## config.mk

```make
export PLATFORM = sky130hd
export DESIGN_NAME = accel_sample_register_bank
export DESIGN_NICKNAME = d
export VERILOG_FILES = /design/src/rtl/accel_pkg.sv /design/src/rtl/accel_sample_register_bank.sv
export SDC_FILE = /design/constraint.sdc
export NUM_CORES = 1
export LEC_CHECK = 0
export BUFFER_PORTS_ARGS = -buffer_cell sky130_fd_sc_hd__clkbuf_2
export CAP_MARGIN = 20
export CORE_MARGIN = 5
export CORE_UTILIZATION = 59
export CTS_BUF_LIST = sky130_fd_sc_hd__clkbuf_16
export DETAILED_ROUTE_END_ITERATION = 10
export GPL_TIMING_DRIVEN = 0
export PLACE_DENSITY = 0.8
export SYNTH_ARGS = -nofsm -noshare
export SYNTH_HDL_FRONTEND = slang
export SYNTH_SLANG_ARGS = --single-unit
```

## constraint.sdc

```tcl
create_clock -name i_mclk -period 2.95 [get_ports i_mclk]
set_input_delay 0.4425 -clock i_mclk [delete_from_list [all_inputs] [get_ports i_mclk]]
set_output_delay 0.4425 -clock i_mclk [all_outputs]
set_load 0.02 [all_outputs]
```

## src/rtl/accel_pkg.sv

```systemverilog
// Operation
// [RQ1] burst read advances pointer after each byte
// [RQ2] master ack continues burst, nack ends it
// [RQ3] status at 0x00, samples at 0x01-0x06
// [RQ4] pointer wraps from 0x06 to 0x00
// [RQ5] stop condition discards the stored pointer
// [RQ6] status bits 7-4 zero, then ready flags
// [RQ7] all-axes flag clears after all highs read
// [RQ8] axis flag set on sample, cleared on high
// [RQ9] flags read 1 when pending, reset zero
// [RQ10] high byte bits 13-6, low bits 5-0
// [RQ11] samples are 14-bit two's complement values
// [RQ12] low byte read only after its high
// [RQ13] high read holds matching low byte
// [RQ14] host reads data after all-axes ready
// [RQ15] enable low clears all register contents
// [RQ16] contents retained while enable stays high
// [RQ17] all registers read-only, fed by acquisition
// [RQ18] slave answers to address 0x55
// [RQ19] pointer written, then repeated start read
// [RQ20] host keeps enable high for valid data
// [RQ21] unmapped reads give zero, writes ignored
package accel_pkg;

    // ----------------------------------------------------------------
    // bus address and register map
    // ----------------------------------------------------------------
    localparam logic [6:0] DEV_ADDR     = 7'h55;
    localparam logic [7:0] REG_STATUS   = 8'h00;
    localparam logic [7:0] REG_X_HIGH   = 8'h01;
    localparam logic [7:0] REG_X_LOW    = 8'h02;
    localparam logic [7:0] REG_Y_HIGH   = 8'h03;
    localparam logic [7:0] REG_Y_LOW    = 8'h04;
    localparam logic [7:0] REG_Z_HIGH   = 8'h05;
    localparam logic [7:0] REG_Z_LOW    = 8'h06;
    localparam logic [7:0] STATUS_RESET = 8'h00;

    // ----------------------------------------------------------------
    // field layout and counts
    // ----------------------------------------------------------------
    localparam int         SAMPLE_W      = 14;
    localparam int         HIGH_LSB      = 6;
    localparam logic [3:0] BITS_PER_BYTE = 4'h8;
    localparam logic [3:0] LAST_TX_BIT   = 4'h7;
    localparam int         PIN_SCL       = 0;
    localparam int         PIN_SDA       = 1;
    localparam int         PIN_EN        = 2;
    localparam logic [2:0] PINS_IDLE     = 3'h3;   // bus lines high, enable low

    typedef enum logic [6:0] {
        ST_IDLE     = 7'h01,
        ST_ADDR     = 7'h02,
        ST_ADDR_ACK = 7'h04,
        ST_PTR      = 7'h08,
        ST_PTR_ACK  = 7'h10,
        ST_TX       = 7'h20,
        ST_TX_ACK   = 7'h40
    } fsm_t;

    typedef struct packed {
        logic [SAMPLE_W-1:0] x;
        logic [SAMPLE_W-1:0] y;
        logic [SAMPLE_W-1:0] z;
    } sample_t;

    typedef struct packed {
        logic [2:0]      sync1;
        logic [2:0]      sync2;
        logic [2:0]      last;
        fsm_t            fsm;
        logic [3:0]      cnt;
        logic [7:0]      shift;
        logic [7:0]      ptr;
        logic            rw;
        logic            ptr_done;
        logic            oe;
        logic            acked;
        sample_t         smp;
        logic [2:0]      ready;     // z, y, x
        logic            all_ready;
        logic [2:0]      hi_read;   // z, y, x high bytes read
        logic [2:0][5:0] lo_hold;   // z, y, x held low bits
    } state_t;

    localparam state_t STATE_RESET = '{
        sync1: PINS_IDLE, sync2: PINS_IDLE, last: PINS_IDLE,
        fsm: ST_IDLE, ptr: REG_STATUS, default: '0};

endpackage

```

## src/rtl/accel_sample_register_bank.sv

```systemverilog
`timescale 1ns/1ps
module accel_sample_register_bank (
    input  wire logic              i_mclk,         // system clock, 200 MHz
    input  wire logic              i_reset_n,      // async reset, active low
    input  wire logic              i_scl,          // bus clock pin
    input  wire logic              i_sda,          // bus data pin level
    output logic                   o_sda_out,      // data drive value, always low
    output logic                   o_sda_oe,       // data drive enable
    input  wire logic              i_enable,       // enable pin
    input  wire logic              i_sample_valid, // new sample strobe
    input  wire accel_pkg::sample_t i_sample,      // new x, y, z sample
    output logic [7:0]             o_status        // live status byte
);

    // ----------------------------------------------------------------
    // helpers
    // ----------------------------------------------------------------
    // status byte from flags; upper nibble always zero
    function automatic logic [7:0] status_byte(input accel_pkg::state_t s);
        status_byte = {4'h0, s.all_ready, s.ready};   // [RQ6] [RQ9]
    endfunction

    // register contents as seen by a read at ptr
    function automatic logic [7:0] read_reg(input logic [7:0] ptr,
                                            input accel_pkg::state_t s);
        case (ptr)                                     // [RQ3]
            accel_pkg::REG_STATUS: read_reg = status_byte(s);
            accel_pkg::REG_X_HIGH:
                read_reg = s.smp.x[accel_pkg::SAMPLE_W-1:accel_pkg::HIGH_LSB]; // [RQ10]
            accel_pkg::REG_X_LOW:  read_reg = {s.lo_hold[0], 2'h0};  // [RQ13]
            accel_pkg::REG_Y_HIGH:
                read_reg = s.smp.y[accel_pkg::SAMPLE_W-1:accel_pkg::HIGH_LSB];
            accel_pkg::REG_Y_LOW:  read_reg = {s.lo_hold[1], 2'h0};
            accel_pkg::REG_Z_HIGH:
                read_reg = s.smp.z[accel_pkg::SAMPLE_W-1:accel_pkg::HIGH_LSB];
            accel_pkg::REG_Z_LOW:  read_reg = {s.lo_hold[2], 2'h0};
            default:               read_reg = 8'h00;  // [RQ21]
        endcase
    endfunction

    // auto-increment with wrap from the last data byte to status
    function automatic logic [7:0] next_ptr(input logic [7:0] ptr);
        if (ptr == accel_pkg::REG_Z_LOW) begin
            next_ptr = accel_pkg::REG_STATUS;          // [RQ4]
        end else begin
            next_ptr = ptr + 8'h01;                    // [RQ1]
        end
    endfunction

    // ----------------------------------------------------------------
    // state and pin events
    // ----------------------------------------------------------------
    accel_pkg::state_t st_ff;
    accel_pkg::state_t nxt_st;
    logic              scl_pin;
    logic              sda_pin;
    logic              en_pin;
    logic              scl_rise;
    logic              scl_fall;
    logic              start_det;
    logic              stop_det;
    logic              load_byte;
    logic [7:0]        rd_byte;

    // edges are taken from the second and third stage only
    assign scl_pin   = st_ff.sync2[accel_pkg::PIN_SCL];
    assign sda_pin   = st_ff.sync2[accel_pkg::PIN_SDA];
    assign en_pin    = st_ff.sync2[accel_pkg::PIN_EN];
    assign scl_rise  = scl_pin & ~st_ff.last[accel_pkg::PIN_SCL];
    assign scl_fall  = ~scl_pin & st_ff.last[accel_pkg::PIN_SCL];
    assign start_det = scl_pin & st_ff.last[accel_pkg::PIN_SCL]
                     & ~sda_pin & st_ff.last[accel_pkg::PIN_SDA];
    assign stop_det  = scl_pin & st_ff.last[accel_pkg::PIN_SCL]
                     & sda_pin & ~st_ff.last[accel_pkg::PIN_SDA];
    assign rd_byte   = read_reg(st_ff.ptr, st_ff);

    // ----------------------------------------------------------------
    // next-state logic
    // ----------------------------------------------------------------
    // bus sequencer, read side effects, then sample and enable updates
    always_comb begin
        nxt_st       = st_ff;
        load_byte    = 1'b0;
        nxt_st.sync1 = {i_enable, i_sda, i_scl};
        nxt_st.sync2 = st_ff.sync1;
        nxt_st.last  = st_ff.sync2;

        case (st_ff.fsm)
            accel_pkg::ST_IDLE: begin
                nxt_st.oe = 1'b0;
            end
            accel_pkg::ST_ADDR: begin
                if (scl_rise) begin
                    nxt_st.shift = {st_ff.shift[6:0], sda_pin};
                    nxt_st.cnt   = st_ff.cnt + 4'h1;
                end else if (scl_fall && st_ff.cnt == accel_pkg::BITS_PER_BYTE) begin
                    nxt_st.cnt = 4'h0;
                    if (st_ff.shift[7:1] == accel_pkg::DEV_ADDR) begin   // [RQ18]
                        nxt_st.rw  = st_ff.shift[0];
                        nxt_st.oe  = 1'b1;
                        nxt_st.fsm = accel_pkg::ST_ADDR_ACK;
                    end else begin
                        nxt_st.fsm = accel_pkg::ST_IDLE;
                    end
                end
            end
            accel_pkg::ST_ADDR_ACK: begin
                if (scl_fall) begin
                    if (st_ff.rw) begin
                        load_byte = 1'b1;                  // read starts at stored ptr [RQ19]
                    end else begin
                        nxt_st.oe       = 1'b0;
                        nxt_st.ptr_done = 1'b0;
                        nxt_st.fsm      = accel_pkg::ST_PTR;
                    end
                end
            end
            accel_pkg::ST_PTR: begin
                if (scl_rise) begin
                    nxt_st.shift = {st_ff.shift[6:0], sda_pin};
                    nxt_st.cnt   = st_ff.cnt + 4'h1;
                end else if (scl_fall && st_ff.cnt == accel_pkg::BITS_PER_BYTE) begin
                    nxt_st.cnt = 4'h0;
                    nxt_st.oe  = 1'b1;
                    nxt_st.fsm = accel_pkg::ST_PTR_ACK;
                    // only the first byte is a pointer; data bytes are acked and dropped
                    if (!st_ff.ptr_done) begin            // [RQ17] [RQ21]
                        nxt_st.ptr      = st_ff.shift;    // [RQ19]
                        nxt_st.ptr_done = 1'b1;
                    end
                end
            end
            accel_pkg::ST_PTR_ACK: begin
                if (scl_fall) begin
                    nxt_st.oe  = 1'b0;
                    nxt_st.fsm = accel_pkg::ST_PTR;
                end
            end
            accel_pkg::ST_TX: begin
                if (scl_fall) begin
                    if (st_ff.cnt == accel_pkg::LAST_TX_BIT) begin
                        nxt_st.oe  = 1'b0;                // release for master ack
                        nxt_st.cnt = 4'h0;
                        nxt_st.fsm = accel_pkg::ST_TX_ACK;
                    end else begin
                        nxt_st.shift = {st_ff.shift[6:0], 1'b0};
                        nxt_st.oe    = ~st_ff.shift[6];
                        nxt_st.cnt   = st_ff.cnt + 4'h1;
                    end
                end
            end
            accel_pkg::ST_TX_ACK: begin
                if (scl_rise) begin
                    nxt_st.acked = ~sda_pin;
                end else if (scl_fall) begin
                    if (st_ff.acked) begin
                        load_byte = 1'b1;                 // [RQ2]
                    end else begin
                        nxt_st.fsm = accel_pkg::ST_IDLE;  // nack: stop driving [RQ2]
                    end
                end
            end
            default: begin
                nxt_st.fsm = accel_pkg::ST_IDLE;
                nxt_st.oe  = 1'b0;
            end
        endcase

        // fetch a byte; a high-byte read freezes its low bits and clears its flag
        if (load_byte) begin
            nxt_st.shift = rd_byte;
            nxt_st.oe    = ~rd_byte[7];
            nxt_st.cnt   = 4'h0;
            nxt_st.fsm   = accel_pkg::ST_TX;
            nxt_st.ptr   = next_ptr(st_ff.ptr);              // [RQ1]
            case (st_ff.ptr)
                accel_pkg::REG_X_HIGH: begin
                    nxt_st.ready[0]   = 1'b0;                // [RQ8]
                    nxt_st.hi_read[0] = 1'b1;
                    nxt_st.lo_hold[0] = st_ff.smp.x[5:0];    // [RQ13] [RQ12]
                end
                accel_pkg::REG_Y_HIGH: begin
                    nxt_st.ready[1]   = 1'b0;
                    nxt_st.hi_read[1] = 1'b1;
                    nxt_st.lo_hold[1] = st_ff.smp.y[5:0];
                end
                accel_pkg::REG_Z_HIGH: begin
                    nxt_st.ready[2]   = 1'b0;
                    nxt_st.hi_read[2] = 1'b1;
                    nxt_st.lo_hold[2] = st_ff.smp.z[5:0];
                end
                default: begin
                    nxt_st.hi_read = st_ff.hi_read;
                end
            endcase
            if (&nxt_st.hi_read) begin
                nxt_st.all_ready = 1'b0;                     // [RQ7]
                nxt_st.hi_read   = 3'h0;
            end
        end

        // a start, even repeated, keeps the pointer for the read that follows
        if (start_det) begin
            nxt_st.fsm = accel_pkg::ST_ADDR;
            nxt_st.cnt = 4'h0;
            nxt_st.oe  = 1'b0;
        end
        if (stop_det) begin
            nxt_st.fsm      = accel_pkg::ST_IDLE;
            nxt_st.oe       = 1'b0;
            nxt_st.ptr      = accel_pkg::REG_STATUS;      // [RQ5]
            nxt_st.ptr_done = 1'b0;
        end

        // new sample: placed after the clears so a same-cycle set wins
        if (i_sample_valid) begin
            nxt_st.smp       = i_sample;                  // [RQ11] [RQ16]
            nxt_st.ready     = 3'h7;                      // [RQ8]
            nxt_st.all_ready = 1'b1;                      // [RQ7]
            nxt_st.hi_read   = 3'h0;
        end

        // enable low wipes contents; acquisition needs enable anyway
        if (!en_pin) begin
            nxt_st.smp       = '0;                        // [RQ15]
            nxt_st.ready     = 3'h0;
            nxt_st.all_ready = 1'b0;
            nxt_st.hi_read   = 3'h0;
            nxt_st.lo_hold   = '0;
        end
    end

    // ----------------------------------------------------------------
    // state register
    // ----------------------------------------------------------------
    always_ff @(posedge i_mclk or negedge i_reset_n) begin
        if (!i_reset_n) begin
            st_ff <= accel_pkg::STATE_RESET;              // [RQ9]
        end else begin
            st_ff <= nxt_st;
        end
    end

    // open-drain: only ever pulls low
    assign o_sda_out = 1'b0;
    assign o_sda_oe  = st_ff.oe;
    assign o_status  = status_byte(st_ff);
endmodule

```

==> qor.yml, run 1 <==
drtPass1Iterations: 7
start_util_pct: 59.7
max_slew_margin_pct: 52.2
intPower_mw: 2.35
synth_top_area_share_pct: 43.0
path_class: "register to register"
slowest_delay_ns: 0.54
min_period_ns: 2.57
r2r_slack_ns: 0.38
postCtsHoldBufs: 0
hold_violations: 0
setup_violations: 0
fin_util_pct: 67.7
critPathSlowestCell: "dfstp_2"
drc_errors: 0
fp.coreArea_sq_um: 9640
synthesis.area_sq_um: 5760
drive_above_1_share_pct: 20.2
io_buffers: 51
arrival_ns: 2.80
wl_mm: 14.1
min_path_type: "input pin to asynchronous set/reset pin"
cts_tree: "done"
dieWidth_um: 109
skew_ns: 0.00849
drv_slew: 0
yosysSeqAreaShare_pct: 46.2
fin_tns_setup_ns: 0
route.vias.total: 4580
multi_input_area_sq_um: 2780
route.detailed.wl_per_inst_um: 18.7
gp_congestion: 0.941
synth_area_leaders: "dfrtp_1, mux2i_1, nor2b_1"
cts_htree_levels: 3
avgSynthCellArea_sq_um: 10.5
cts-resized-gates: 0
core.rowCount: 36
fin_crit_sh_pct: 87.1
fin_hold_ws_ns: 0.102
cp_max_fo: 10
syn2layout_area_growth_pct: 13.3
synth_edf_count: 0
wl_met2_mm: 6.45
p_leak_nw: 3.06
combPwrFrac_pct: 11.7
diodes: 0
grt_max_degree: 68
yosys_warnings: 0
cts_sinks: 106
viasPerCell: 6.08
grt_pass1_wl_mm: 23.2
power.density_nw_per_um2: 487
dr.max_layer_used: "met4"
synth.distinct_cells: 69
cp.required_ns: 3.18
crit_start: "nxt_st[98]"
reg2regPathDepth: 8
grtUsageTotal_pct: 25.1
syn-instance-count: 548
switching_power_mw: 0.823
die_h_um: 109
pin_count: 58
timing.critical_path.to: "st_ff[92]"
postCtsSetupBuffers: 0
final_nets: 669
grt_remaining_overflow: 0
cts_inserted_buffers: 9
p_clk_share_pct: 38.6
end_kind: "register"
cp_num_cells: 8
wl_met3_mm: 1.05
hpwl_mm: 10.2
swShare_pct: 25.9
rr_startpoint: "nxt_st[98]"
maxCapViolations: 0
grt_setup_unrepaired: "no"
max-vdd-ir-drop_uv: 277
status: "complete, no violations"
fmax_mhz: 389
grt_pass1_vias: 4548
critPathBufInv: 3
dieArea_sq_um: 11800
antenna_found_initial: 0
total_power_mw: 3.18
r2r-end: "st_ff[92]"
nFillCells: 756
async_reset_ff_share_pct: 100
ant_nets: 0
met1_length_mm: 6.25
placedInstanceArea_sq_um: 6220
path_clk_slew_ns: 0.07
critPathLaunchType: "register"
synth_top_area_cell: "dfrtp_1"
tightest_slew_ns: 0.716
finalInstanceArea_sq_um: 6530
crit_family: "simple AND/OR/NAND/NOR gates"
p_seq_share_pct: 49.7
clockBufferDepth: 2
clk_latency_ns: 0.35
seq_area_sq_um: 2660
synth-seq-cells: 106
crit_chain: "clkbuf_1, nor2b_1, and4_4, buf_6, nor2_2, buf_4, nand2_1, o31ai_1"
synthFlopType: "dfrtp_1"
drtIter0Drc: 443
cts-root-buf: "clkbuf_16"
==> logic make-up after synthesis <==
group                      count (synthesis)  share of synthesized area [%]
AOI/OAI and AO/OA                        113                           15.1
xor gates and xnor gates                   8                           1.22
adders and majority gates                  6                           1.30
buffers and inverters                     61                           5.67
DFF                                      106                           46.2
muxes                                     67                           11.8
other                                      1                         0.0651
and+or+nand+nor                          186                           18.6
==> through the flow <==
| stage | worst slack, ns | instances |
|---|---|---|
| after global placement | 0.0582 | 736 |
| final | 0.380 | 753 |
| after floorplan | 0.779 | 552 |
| after detailed placement | 0.458 | 737 |
| after CTS | 0.409 | 753 |
| after global routing | 0.275 | 753 |
==> per-layer routing <==
| metal | global-route usage, % | up-vias |
|---|---|---|
| met5 | 0 | - |
| met4 | 10.1 | 0 |
| met3 | 3.49 | 31 |
| met2 | 38.9 | 203 |
| met1 | 35.9 | 2236 |
| li1 | - | 2110 |
==> power by group through the flow <==
stage | combinational, mW | sequential, mW | clock [mW]
6_report | 0.371 | 1.58 | 1.23
5_1_grt | 0.409 | 1.59 | 1.30
4_1_cts | 0.367 | 1.58 | 1.24
3_5_place_dp | 0.364 | 1.60 | 0
3_3_place_gp | 0.350 | 1.60 | 0
2_1_floorplan | 0.241 | 1.59 | 0
==> cell usage after synthesis, types with 3 or more instances <==
cell type	number
nor2_1	29
dfstp_2	7
xor2_1	7
nand4b_1	5
clkbuf_1	17
mux2i_1	58
a21oi_1	16
a32oi_1	6
a211oi_1	5
o31ai_1	7
a21boi_0	7
inv_1	16
nor2b_1	62
o21ai_0	15
a22oi_1	12
and3_1	3
a222oi_1	10
nand3_1	17
a31oi_1	3
o22ai_1	3
buf_2	6
nand2_1	27
nor3b_1	6
or2_2	3
dfrtp_1	99
ha_1	6
buf_4	13
buf_6	4
mux2_2	7
nor3_1	11
o2bb2ai_1	5
nand2b_1	3
buf_1	4
==> flip-flops by register name, indices dropped and copies added (netlist names) <==
| signal | flops |
|---|---|
| nxt_st | 5 |
| st_ff | 95 |
| o_sda_oe | 1 |
| en_pin | 1 |
| o_status | 4 |
==> layout by cell type, fill, tap and decap left out, drive strengths merged, types with 9 or more instances in the layout <==
cell type,synthesis,final
a21oi,16,16
a222oi,10,10
a22oi,12,12
buf,28,29
clkbuf,17,77
dfrtp,99,99
inv,16,19
mux2,9,9
mux2i,58,58
nand2,27,27
nand3,17,17
nor2,30,30
nor2b,62,62
nor3,13,13
o21ai,17,17
==> worst min path at each step <==
| stage | from | end | slack, ns | cells after the start |
|---|---|---|---|---|
| 3_5_place_dp | nxt_st[103] | en_pin | 0.34 | 0 |
| 3_3_place_gp | nxt_st[103] | en_pin | 0.33 | 0 |
| 4_1_cts | i_reset_n | st_ff[92] | 0.11 | 1 |
| 2_1_floorplan | i_reset_n | en_pin | 0.15 | 0 |
| 5_1_grt | i_reset_n | st_ff[92] | 0.15 | 1 |
| 6_report | i_reset_n | st_ff[92] | 0.10 | 1 |
==> cell type report <==
cell class	count	area share [%]
plain buffers	45	4.08
clock buffers	9	3.45
clock inverters	7	1.17
inverters	16	0.920
multi-input cells	385	42.7
flip-flops and latches	106	40.8
well taps	133	2.55
repair buffers	52	4.37
Power figures use the tool's default switching activity.
==> run 2, diff against run 1 <==
Settings changed: ABC_AREA from default to 1.
==> run 2 against run 1 <==
Compared with the run above: clock power fell by 5%; sequential power about the same; total power decreased by 3.4%; die area fell by 3.0%; utilization increased by 0.66 points; area after synthesis is 3.3% lower; critical path depth grew 1.
==> qor.yml, run 2 <==
largest_reg_flops: 95  # unchanged
drc_errors: 0  # unchanged
multi_input_area_sq_um: 2480  # was 2780 sq um
synth.distinct_cells: 38  # was 69
synthTopCellsByCount: "nand2_1, dfrtp_1, nand3_1"  # was dfrtp_1, nor2b_1, mux2i_1
rr_startpoint: "st_ff[72]"  # was nxt_st[98]
synth_edf_count: 0  # unchanged
pin_count: 58  # unchanged
synth_top_family_by_area: "simple AND/OR/NAND/NOR gates"  # unchanged
synth_area_leaders: "dfrtp_1, nand2_1, nand3_1"  # was dfrtp_1, mux2i_1, nor2b_1
viasPerCell: 5.41  # was 6.08
finalInstanceArea_sq_um: 6320  # was 6530 sq um
route.detailed.wl_per_inst_um: 14.6  # was 18.7 um
drive_above_1_share_pct: 17.4  # was 20.2%
fin_tns_setup_ns: 0  # unchanged
synthXorXnorAreaFrac_pct: 0.629  # was 1.22%
grt_pass1_vias: 4848  # was 4548
wl_mm: 13.5  # was 14.1 mm
regMostFlops: "st_ff"  # unchanged
synthFlopType: "dfrtp_1"  # unchanged
cts-resized-gates: 0  # unchanged
crit_start: "st_ff[72]"  # was nxt_st[98]
cts_sinks: 106  # unchanged
dieWidth_um: 107  # was 109 um
yosys.area_share.adder_pct: 1.35  # was 1.30%
cts_inserted_buffers: 9  # unchanged
cts-root-buf: "clkbuf_16"  # unchanged
ant_nets: 0  # unchanged
path_clk_slew_ns: 0.08  # was 0.07 ns
end_kind: "register"  # unchanged
power.density_nw_per_um2: 486  # was 487 nW/um^2
clockBufferDepth: 2  # unchanged
grt_remaining_overflow: 0  # unchanged
status: "complete, no violations"  # unchanged
io_buffers: 51  # unchanged
grt_setup_unrepaired: "no"  # unchanged
drtIter0Drc: 321  # was 443
synth_top_area_share_pct: 44.5  # was 43.0%
synth-simple-area-share_pct: 32.3  # was 18.6%
hold_violations: 0  # unchanged
nFillCells: 794  # was 756
fin_crit_sh_pct: 70.8  # was 87.1%
grt_max_degree: 64  # was 68
yosys.cell_count.top_type: "nand2_1"  # was dfrtp_1
maxCapViolations: 0  # unchanged
async_reset_ff_share_pct: 100  # unchanged
synth_top_area_cell: "dfrtp_1"  # unchanged
synth_compound_area_share_pct: 9.93  # was 15.1%
max-vdd-ir-drop_uv: 304  # was 277 uV
max_slew_margin_pct: 58.0  # was 52.2%
postCtsSetupBuffers: 0  # unchanged
dieArea_sq_um: 11500  # was 11800 sq um
muxShareOfSynthArea_pct: 0  # was 11.8%
postCtsHoldBufs: 0  # unchanged
min_period_ns: 2.09  # was 2.57 ns
layout_common_cells: "nand2_1, dfrtp_1, nand3_1"  # was dfrtp_1, nor2b_1, mux2i_1
hpwl_mm: 10.3  # was 10.2 mm
avgSynthCellArea_sq_um: 7.67  # was 10.5 sq um
cts_htree_levels: 3  # unchanged
drtPass1Iterations: 5  # was 7
syn2layout_area_growth_pct: 13.4  # was 13.3%
p_leak_nw: 3.19  # was 3.06 nW
fp.coreArea_sq_um: 9240  # was 9640 sq um
arrival_ns: 2.31  # was 2.80 ns
seq_area_sq_um: 2660  # unchanged
final_common_cell: "nand2_1"  # was dfrtp_1
core.rowCount: 35  # was 36
antenna_found_initial: 0  # unchanged
yosysSeqAreaShare_pct: 47.8  # was 46.2%
yosys_warnings: 0  # unchanged
syn-instance-count: 726  # was 548
drv_slew: 0  # unchanged
gp_congestion: 0.903  # was 0.941
fmax_mhz: 479  # was 389 MHz
diodes: 0  # unchanged
cts_tree: "done"  # unchanged
critPathLaunchType: "register"  # unchanged
placedInstanceArea_sq_um: 6030  # was 6220 sq um
min_path_type: "input pin to asynchronous set/reset pin"  # unchanged
synth-seq-cells: 106  # unchanged
final_nets: 847  # was 669
clk_latency_ns: 0.34  # was 0.35 ns
setup_violations: 0  # unchanged
synthesis.area_sq_um: 5570  # was 5760 sq um
route.vias.total: 5014  # was 4580
die_h_um: 107  # was 109 um
path_class: "register to register"  # unchanged
cp_max_fo: 9  # was 10
grtUsageTotal_pct: 24.7  # was 25.1%
start_util_pct: 60.3  # was 59.7%
grt_pass1_wl_mm: 22.7  # was 23.2 mm
tightest_slew_ns: 0.629  # was 0.716 ns
fin_hold_ws_ns: 0.133  # was 0.102 ns
skew_ns: 0.00829  # was 0.00849 ns
cp.required_ns: 3.17  # was 3.18 ns
-- run 2: area by class of cell --
cell class / count / area share, %
clock inverters: 7 / 0.971
clock buffers: 9 / 3.57
flip-flops and latches: 106 / 42.1
well taps: 129 / 2.56
multi-input cells: 518 / 39.3
plain buffers: 26 / 2.24
repair buffers: 52 / 4.52
inverters: 80 / 4.75
-- run 2: critical path: stages, from the launching register on --
cell and delay, ns:
dfrtp_1 0.43, inv_1 0.12, ha_1 0.18, nand3_1 0.15, nor2_2 0.37, nand2_1 0.26
nand2_1 0.20, inv_2 0.09, nand2_1 0.09, o31ai_1 0.08
-- run 2: logic make-up after synthesis --
logic type / after synthesis
AOI/OAI and AO/OA: 99
xor gates and xnor gates: 4
adders and majority gates: 6
buffers and inverters: 106
DFF: 106
other: 1
and+or+nand+nor: 404
-- run 2: final timing paths --
kind | slack [ns] | endpoint | cells after the start
min | 0.13 | st_ff[76] | 1
max in group asynchronous | 2.05 | nxt_st[102] | 2
max reg2reg | 0.86 | st_ff[15] | 9
max | 0.86 | st_ff[15] | 9
min in group i_mclk | 0.17 | nxt_st[101] | 1
min reg2reg | 0.35 | en_pin | 0
-- run 2: through the flow --
step | setup slack [ns] | std cells | power, mW | util, %
2_1_floorplan | 1.36 | 730 | 1.80 | -
3_3_place_gp | 0.0720 | 910 | 1.91 | 64.9
3_5_place_dp | 0.988 | 911 | 1.93 | 65.3
4_1_cts | 0.907 | 927 | 3.09 | 68.4
5_1_grt | 0.695 | 927 | 3.19 | 68.4
6_report | 0.860 | 927 | 3.07 | 68.4
-- run 2: power by group --
group          leakage, nW  internal (mW)  switching, mW
sequential            1.42           1.52         0.0420
clock                0.140          0.590          0.576
combinational         1.63          0.117          0.222
total                 3.19           2.23          0.840
-- run 2: metal layers --
| metal | GRT usage (%) | up-vias | wire length, um |
|---|---|---|---|
| met2 | 41.3 | 164 | 6640 |
| met3 | 3.31 | 16 | 769 |
| met4 | 7.40 | 0 | 213 |
| met1 | 33.5 | 2375 | 5930 |
| li1 | - | 2459 | - |
| met5 | 0 | - | 0 |
